File: src/sector_protect_map.vh
// Constants for the sector protection and lock control block.
`ifndef SECTOR_PROTECT_MAP_VH
`define SECTOR_PROTECT_MAP_VH

// Command opcodes.
`define OP_WRITE_STATUS 8'h01
`define OP_READ_STATUS 8'h05
`define OP_READ_SECT_PROT 8'h3c

// Array geometry: 64 sectors of 64 Kbyte, three address bytes.
`define NUM_SECTORS 64
`define SECT_IDX_W 6
`define SECT_ADDR_MSB 21
`define SECT_ADDR_LSB 16
`define ADDR_BITS 24

// Status byte field positions.
`define ST_LOCK_BIT 7
`define ST_RSVD_BIT 6
`define ST_ERR_BIT 5
`define ST_PIN_BIT 4
`define ST_SUM_MSB 3
`define ST_SUM_LSB 2
`define ST_GLOBAL_MSB 5
`define ST_GLOBAL_LSB 2

// Global function patterns decoded from written bits 5..2.
`define GLOBAL_UNPROTECT 4'h0
`define GLOBAL_PROTECT 4'hf

// Summary field codes.
`define SUM_NONE 2'h0
`define SUM_SOME 2'h1
`define SUM_ALL 2'h3

// Reset values.
`define LOCK_RST 1'b0
`define SECT_PROT_RST 64'hffffffffffffffff

// Read-back bytes for one sector.
`define SECT_BYTE_PROT 8'hff
`define SECT_BYTE_UNPROT 8'h00

`endif

File: src/sector_protect_lock_control.v
// Sector protection, lock bit and protection read-back for a serial flash.
`timescale 1ns/1ps
`default_nettype none
`include "sector_protect_map.vh"

module sector_protect_lock_control (
    input wire clk_sys,
    input wire sys_rst,
    input wire spi_cs_n,
    input wire spi_sck,
    input wire spi_si,
    input wire write_protect_n,
    input wire erase_program_error,
    input wire [1:0] status_low_bits,
    output reg spi_so,
    output reg spi_so_oe,
    output reg protection_lock_bit,
    output wire [1:0] protection_summary_field,
    output wire protect_pin_state_bit,
    output wire hardware_locked,
    output wire sectors_locked,
    output reg [`NUM_SECTORS-1:0] sector_protect
);

    localparam [2:0] ST_IDLE = 3'h0;
    localparam [2:0] ST_OPCODE = 3'h1;
    localparam [2:0] ST_ADDR = 3'h2;
    localparam [2:0] ST_WDATA = 3'h3;
    localparam [2:0] ST_READ = 3'h4;
    localparam [2:0] ST_IGNORE = 3'h5;

    localparam [4:0] OPCODE_LAST = 5'd7;
    localparam [4:0] ADDR_LAST = 5'd23;
    localparam [4:0] WDATA_FULL = 5'd8;
    localparam [4:0] WDATA_OVER = 5'd9;

    wire cs_n_s;
    wire sck_s;
    wire si_s;
    wire wp_n_s;

    // Chip select and write protect idle high and the serial clock idles
    // low, so the edge detector sees no false edge after reset.
    pin_sync #(
        .WIDTH(4),
        .RST_VAL(4'h9)
    ) u_pin_sync (
        .clk_sys(clk_sys),
        .sys_rst(sys_rst),
        .pin_in({spi_cs_n, spi_sck, spi_si, write_protect_n}),
        .pin_out({cs_n_s, sck_s, si_s, wp_n_s})
    );

    reg sck_d;
    reg [2:0] state;
    reg [4:0] bit_cnt;
    reg [`ADDR_BITS-1:0] shift;
    reg read_status;
    reg [`SECT_IDX_W-1:0] read_sector;
    reg [2:0] out_idx;
    reg [7:0] out_byte;

    wire sck_rise = sck_s & ~sck_d;
    wire sck_fall = ~sck_s & sck_d;
    wire [`ADDR_BITS-1:0] shift_in = {shift[`ADDR_BITS-2:0], si_s};

    // Summary of the sector bits, recomputed every cycle.
    wire all_prot = &sector_protect;
    wire none_prot = ~|sector_protect;
    reg [1:0] summary_code;

    always @* begin
        if (all_prot) begin
            summary_code = `SUM_ALL;
        end else if (none_prot) begin
            summary_code = `SUM_NONE;
        end else begin
            summary_code = `SUM_SOME;
        end
    end

    assign protection_summary_field = summary_code;

    // Pin low means asserted, and the status bit follows the pin level.
    assign protect_pin_state_bit = wp_n_s;
    assign hardware_locked = ~wp_n_s & protection_lock_bit;
    assign sectors_locked = protection_lock_bit;

    // Status byte built from live state; written bits 5..2 are never kept.
    reg [7:0] status_byte;

    always @* begin
        status_byte = 8'h00;
        status_byte[`ST_LOCK_BIT] = protection_lock_bit;
        status_byte[`ST_RSVD_BIT] = 1'b0;
        status_byte[`ST_ERR_BIT] = erase_program_error;
        status_byte[`ST_PIN_BIT] = protect_pin_state_bit;
        status_byte[`ST_SUM_MSB:`ST_SUM_LSB] =
            protection_summary_field;
        status_byte[1:0] = status_low_bits;
    end

    // The sector read carries only the stored bit, never the pin.
    wire [7:0] sect_byte = sector_protect[read_sector] ?
        `SECT_BYTE_PROT : `SECT_BYTE_UNPROT;
    wire [7:0] next_byte = read_status ? status_byte : sect_byte;

    // A status write takes effect when chip select rises after exactly
    // one whole data byte, so an aborted write changes nothing.
    wire wr_apply = cs_n_s & (state == ST_WDATA) & (bit_cnt == WDATA_FULL);
    wire [7:0] wr_data = shift[7:0];
    wire [3:0] wr_global = wr_data[`ST_GLOBAL_MSB:`ST_GLOBAL_LSB];

    // Serial front end.
    always @(posedge clk_sys) begin
        if (sys_rst) begin
            sck_d <= 1'b0;
            state <= ST_IDLE;
            bit_cnt <= 5'd0;
            shift <= {`ADDR_BITS{1'b0}};
            read_status <= 1'b0;
            read_sector <= {`SECT_IDX_W{1'b0}};
            out_idx <= 3'd7;
            out_byte <= 8'h00;
            spi_so <= 1'b0;
            spi_so_oe <= 1'b0;
        end else begin
            sck_d <= sck_s;
            if (cs_n_s) begin
                // Deselect ends any command, even mid-byte.
                state <= ST_IDLE;
                spi_so_oe <= 1'b0;
                bit_cnt <= 5'd0;
                out_idx <= 3'd7;
            end else begin
                case (state)
                    ST_IDLE: begin
                        state <= ST_OPCODE;
                        bit_cnt <= 5'd0;
                    end
                    ST_OPCODE: begin
                        if (sck_rise) begin
                            shift <= shift_in;
                            bit_cnt <= bit_cnt + 5'd1;
                            if (bit_cnt == OPCODE_LAST) begin
                                bit_cnt <= 5'd0;
                                case (shift_in[7:0])
                                    `OP_WRITE_STATUS: begin
                                        state <= ST_WDATA;
                                    end
                                    `OP_READ_STATUS: begin
                                        state <= ST_READ;
                                        read_status <= 1'b1;
                                    end
                                    `OP_READ_SECT_PROT: begin
                                        state <= ST_ADDR;
                                        read_status <= 1'b0;
                                    end
                                    default: begin
                                        state <= ST_IGNORE;
                                    end
                                endcase
                            end
                        end
                    end
                    ST_ADDR: begin
                        if (sck_rise) begin
                            shift <= shift_in;
                            bit_cnt <= bit_cnt + 5'd1;
                            if (bit_cnt == ADDR_LAST) begin
                                // Bits below the sector boundary are ignored.
                                read_sector <= shift_in[`SECT_ADDR_MSB:
                                    `SECT_ADDR_LSB];
                                state <= ST_READ;
                                bit_cnt <= 5'd0;
                            end
                        end
                    end
                    ST_WDATA: begin
                        if (sck_rise) begin
                            shift <= shift_in;
                            // Any bit past the first byte spoils the write.
                            if (bit_cnt == WDATA_FULL) begin
                                bit_cnt <= WDATA_OVER;
                            end else if (bit_cnt != WDATA_OVER) begin
                                bit_cnt <= bit_cnt + 5'd1;
                            end
                        end
                    end
                    ST_READ: begin
                        // New data leaves on falling edges so that the host
                        // samples it on the following rising edge.
                        if (sck_fall) begin
                            spi_so_oe <= 1'b1;
                            out_idx <= out_idx - 3'd1;
                            if (out_idx == 3'd7) begin
                                out_byte <= next_byte;
                                spi_so <= next_byte[7];
                            end else begin
                                spi_so <= out_byte[out_idx];
                            end
                        end
                    end
                    ST_IGNORE: begin
                        state <= ST_IGNORE;
                    end
                    default: begin
                        state <= ST_IDLE;
                    end
                endcase
            end
        end
    end

    // Lock bit and sector protection bits, worked out for the write that
    // commits in this cycle.
    reg next_lock;
    reg [`NUM_SECTORS-1:0] next_sect;

    always @* begin
        next_lock = protection_lock_bit;
        next_sect = sector_protect;
        if (wr_apply) begin
            if (hardware_locked) begin
                // The whole write is dropped; the lock bit cannot fall.
                next_lock = protection_lock_bit;
                next_sect = sector_protect;
            end else if (protection_lock_bit) begin
                // Soft lock: only the lock bit may change, and a global
                // pattern needs a second write after it is cleared.
                next_lock = wr_data[`ST_LOCK_BIT];
                next_sect = sector_protect;
            end else begin
                // An unlocked write may set the lock and run a global
                // function at once, since both are decided here together.
                next_lock = wr_data[`ST_LOCK_BIT];
                case (wr_global)
                    `GLOBAL_UNPROTECT: begin
                        next_sect = {`NUM_SECTORS{1'b0}};
                    end
                    `GLOBAL_PROTECT: begin
                        next_sect = {`NUM_SECTORS{1'b1}};
                    end
                    default: begin
                        next_sect = sector_protect;
                    end
                endcase
            end
        end
    end

    always @(posedge clk_sys) begin
        if (sys_rst) begin
            // Reset clears the lock bit; raising the write protect pin also ends a hardware lock.
            protection_lock_bit <= `LOCK_RST;
            sector_protect <= `SECT_PROT_RST;
        end else begin
            protection_lock_bit <= next_lock;
            sector_protect <= next_sect;
        end
    end

endmodule // sector_protect_lock_control

`default_nettype wire

File: src/pin_sync.v
// Two-flip-flop synchroniser for a group of asynchronous input pins.
`timescale 1ns/1ps
`default_nettype none

module pin_sync #(
    parameter WIDTH = 1,
    parameter [WIDTH-1:0] RST_VAL = {WIDTH{1'b0}}
) (
    input wire clk_sys,
    input wire sys_rst,
    input wire [WIDTH-1:0] pin_in,
    output reg [WIDTH-1:0] pin_out
);

    reg [WIDTH-1:0] meta;

    // The first stage is read only by the second stage.
    always @(posedge clk_sys) begin
        if (sys_rst) begin
            meta <= RST_VAL;
            pin_out <= RST_VAL;
        end else begin
            meta <= pin_in;
            pin_out <= meta;
        end
    end

endmodule // pin_sync

`default_nettype wire

File: config.mk
export PLATFORM = sky130hd
export DESIGN_NAME = sector_protect_lock_control
export DESIGN_NICKNAME = d
export VERILOG_FILES = /design/src/sector_protect_lock_control.v /design/src/pin_sync.v
export VERILOG_INCLUDE_DIRS = /design/src
export SDC_FILE = /design/constraint.sdc
export NUM_CORES = 1
export LEC_CHECK = 0
export BUFFER_PORTS_ARGS = -buffer_cell sky130_fd_sc_hd__buf_2
export CORE_MARGIN = 4
export CORE_UTILIZATION = 35
export DETAILED_ROUTE_END_ITERATION = 10
export GPL_TIMING_DRIVEN = 0
export PLACE_DENSITY = 0.69
export SETUP_SLACK_MARGIN = 0.5
export SLEW_MARGIN = 40
export SYNTH_ARGS = -nofsm -noshare
export SYNTH_HDL_FRONTEND = slang
export SYNTH_HIERARCHICAL = 1
export SYNTH_SLANG_ARGS = --single-unit
File: constraint.sdc
create_clock -name clk_sys -period 5.2 [get_ports clk_sys]
set_clock_uncertainty 0.05 [all_clocks]
set_input_delay 0 -clock clk_sys [delete_from_list [all_inputs] [get_ports clk_sys]]
set_output_delay 0 -clock clk_sys [all_outputs]
set_load 0.005 [all_outputs]
==> key figures <==
Outcome
  • Status: finished, final reports clean

GRT
  • GR Util met3: 3.17%
  • GRT Max-Usage Layer: met2
  • GR Util met1: 15.4%
  • Pin count of the biggest net entering global routing: 70
  • Global-route wire length before repair: 9.43 mm
  • Initial antenna violation count: 0
  • Vias in the first global route: 2065
  • Total GRT Usage: 13.4%
  • Grt ovf: 0
  • GRT met2 Usage: 24.7%

Final layout
  • Final nets: 413
  • Layout cells sized above 1: 43.8%
  • Fillers: 704
  • Synthesis-to-layout area growth: 30.1%
  • Ant diodes: 0
  • Cell area after layout: 3280 um2

Clock network
  • CTS tree: built
  • Worst-path clk slew: 0.08 ns
  • Post-CTS setup buffers: 0
  • Clock tree buffer depth: 2
  • CTS buffer count: 5
  • Resized Gates After CTS: 0
  • Post-CTS Hold Buffers: 12
  • CTS root buf: clkbuf_8
  • Worst-skew pair later-pin latency: 0.30 ns
  • H-tree levels: 2
  • CTS sink cnt: 40

Power
  • Pwr per Cell Area: 172 nW/um2
  • Maximum VDD drop: 0.0973 mV
  • Overall Power: 0.000565 W
  • Sequential Power Share: 55.2%
  • NetSw: 0.000130 W
  • Switching share of power: 22.9%
  • Clock power share: 38.6%
  • Leak: 1.31 nW
  • Internal: 0.000435 W
  • Logic pwr share: 6.2%

Synthesis
  • Commonest register cell after synthesis: dfxtp_1
  • Area leader, netlist: dfxtp_1
  • Post-synth EDFFs: 0
  • Synth Area per Inst: 8.42 um2
  • FFs w/ async S/R, synth: 0%
  • Synthesized area: 2520 um2
  • Sequential area share after synthesis: 31.8%
  • Post-synthesis cell type count: 53
  • Top cells by count, synth: 68 x buf_4, 40 x dfxtp_1, 28 x nand2_1, 17 x a21oi_1, 12 x nor2_1
  • Top-area cell type share of the netlist area: 31.8%
  • Area contributors post-synth: dfxtp_1 32%, buf_4 20%, nand2_1 4.2%
  • Most frequent cell after synthesis: buf_4
  • Syn. warnings: 6
  • Post-Synthesis Cells: 299
  • Mapped Nets: 313
  • Yosys reg bits: 40

Placement
  • Placed inst area: 3060 um2
  • GP Congestion: 0.780
  • IO Port Bufs: 80
  • DP HPWL: 4.40 mm

Drt
  • 1st-iter DRT viols: 88
  • Number of vias per cell: 4.53
  • Final WL: 5.89 mm
  • Total number of vias: 2249
  • Avg WL per Cell: 11.9 um
  • ANT nets after route: 0
  • Post-route DRC: 0
  • 1st-pass router iterations: 4

Worst setup path
  • RR Startpoint: bit_cnt[0]$_SDFFE_PP0P_
  • End of the critical path: bit_cnt[4]$_SDFFE_PP0P_
  • Setup crit end kind: flip-flop
  • R2R Path End: bit_cnt[4]$_SDFFE_PP0P_
  • R2R Setup Slk: 3.14 ns
  • Critical path type: flip-flop to flip-flop
  • Critical Path AT: 2.24 ns
  • Worst path required time: 5.38 ns
  • Top fanout value on the critical path: 5
  • Startpoint Class: flip-flop
  • R2r worst-path depth: 6
  • Setup crit start: bit_cnt[0]$_SDFFE_PP0P_

STA
  • FMAX: 486 MHz
  • Pins Over Slew Limit: 0
  • Worst rel slew slack: 62.3%
  • Worst-margin pin slew: 0.565 ns
  • Period utilisation layout: 39.5%
  • RSZ-0062 raised after global routing: no
  • Final hold viol count: 0
  • Crit path time final: 2.06 ns
  • Endpoints failing setup: 0
  • Setup TNS: 0 ns

Floorplan
  • DIE WIDTH: 92.8 um
  • Row count: 30
  • Core area: 6910 um2
  • Initial Util: 36.5%
  • Die area: 8620 um2
  • Die span in y: 92.8 um
  • I/O pins: 81

Flow run
  • Max-Cap Viols: 0

Hold path
  • Min-delay worst type: flip-flop to flip-flop
## state kept, by name, summed over array words and instances, names as in the netlist
| register | cells |
|---|---|
| u_pin_sync/pin_out | 4 |
| out_byte | 7 |
| sck_d | 1 |
| state | 3 |
| spi_so | 1 |
| spi_so_oe | 1 |
| protection_lock_bit | 1 |
| shift | 8 |
| out_idx | 3 |
| bit_cnt | 5 |
| u_pin_sync/meta | 4 |
| sector_protect | 1 |
| read_status | 1 |
## cell families (layout without fill, tap and decap cells)
family,count (synthesis),after routing,synth area share [%]
xor gates and xnor gates,2,2,0.696
and+or+nand+nor,95,95,20.9
adders and majority gates,5,5,2.48
AOI/OAI and AO/OA,56,56,15.3
muxes,6,6,2.88
DFF,40,40,31.8
buffers and inverters,95,196,26.0
## metal layers
layer	routed length (um)	vias to the layer above
met2	3040	53
met3	261	7
met1	2520	1019
met5	0	-
met4	68	0
li1	-	1170
## layout make-up
class | instances | area [um2] | area share (%)
multi-input cells | 164 | 1060 | 32.4
repair buffers | 93 | 541 | 16.5
clock buffers | 7 | 86.3 | 2.63
plain buffers | 84 | 614 | 18.7
flip-flops and latches | 40 | 805 | 24.6
inverters | 11 | 41.3 | 1.26
well taps | 96 | 120 | 3.67
clock inverters | 1 | 7.51 | 0.229
## how the worst min path moves through the flow
stage,startpoint,end,slack (ns),cells past startpoint
after floorplan,sys_rst,u_pin_sync/meta[1]$_SDFF_PP0_,0.02,1
after global placement,spi_cs_n,u_pin_sync/meta[3]$_SDFF_PP1_,0.13,2
after detailed placement,write_protect_n,u_pin_sync/meta[0]$_SDFF_PP1_,0.13,2
after CTS,u_pin_sync/meta[3]$_SDFF_PP1_,u_pin_sync/pin_out[3]$_SDFF_PP1_,0.37,1
after global routing,u_pin_sync/meta[3]$_SDFF_PP1_,u_pin_sync/pin_out[3]$_SDFF_PP1_,0.39,1
final,u_pin_sync/meta[3]$_SDFF_PP1_,u_pin_sync/pin_out[3]$_SDFF_PP1_,0.36,1
## power by group through the flow
stage	clock network, W	registers, W	logic (W)
global route	0.000232	0.000312	0.0000393
floorplan	0	0.000319	0.0000190
CTS	0.000222	0.000312	0.0000352
detailed placement	0	0.000319	0.0000283
finish	0.000218	0.000312	0.0000352
global placement	0	0.000319	0.0000278
## through the flow
stage	hold WS, ns	setup WS, ns	instances	utilization, %
finish	0.364	3.14	496	47.4
CTS	0.369	3.14	496	47.4
detailed placement	0.132	3.17	476	44.3
global placement	0.129	2.59	475	44.0
floorplan	0.0216	2.98	299	-
global route	0.386	2.93	496	47.4
## layout by cell type (no fill, tap or decap), drive strengths merged, types with 2 or more instances in the layout
cell and n:
nand4 2, o31a 3, a21oi 17, nand2b 4, a31oi 3, dfxtp 40
nor2b 8, nor3 3, nand3 11, o31ai 2, nand2 28, ha 5
mux2i 5, inv 11, o21bai 3, nor2 12, nand4b 2, or4b 2
clkbuf 19, dlygate4sd3 12, a211oi 3, and3b 2, nand3b 2, nor4b 3
buf 153, a311oi 5, or4 2, o21ai 7, xnor2 2, nor4 2
or2 7, and4bb 2
## critical path, cell delays in order (launching register included)
cell and delay (ns):
dfxtp_1 0.35, inv_1 0.11, ha_1 0.25, and3b_2 0.24
a221o_1 0.38, or4_1 0.48, a21oi_1 0.14
(Power assumes the default switching activity.)
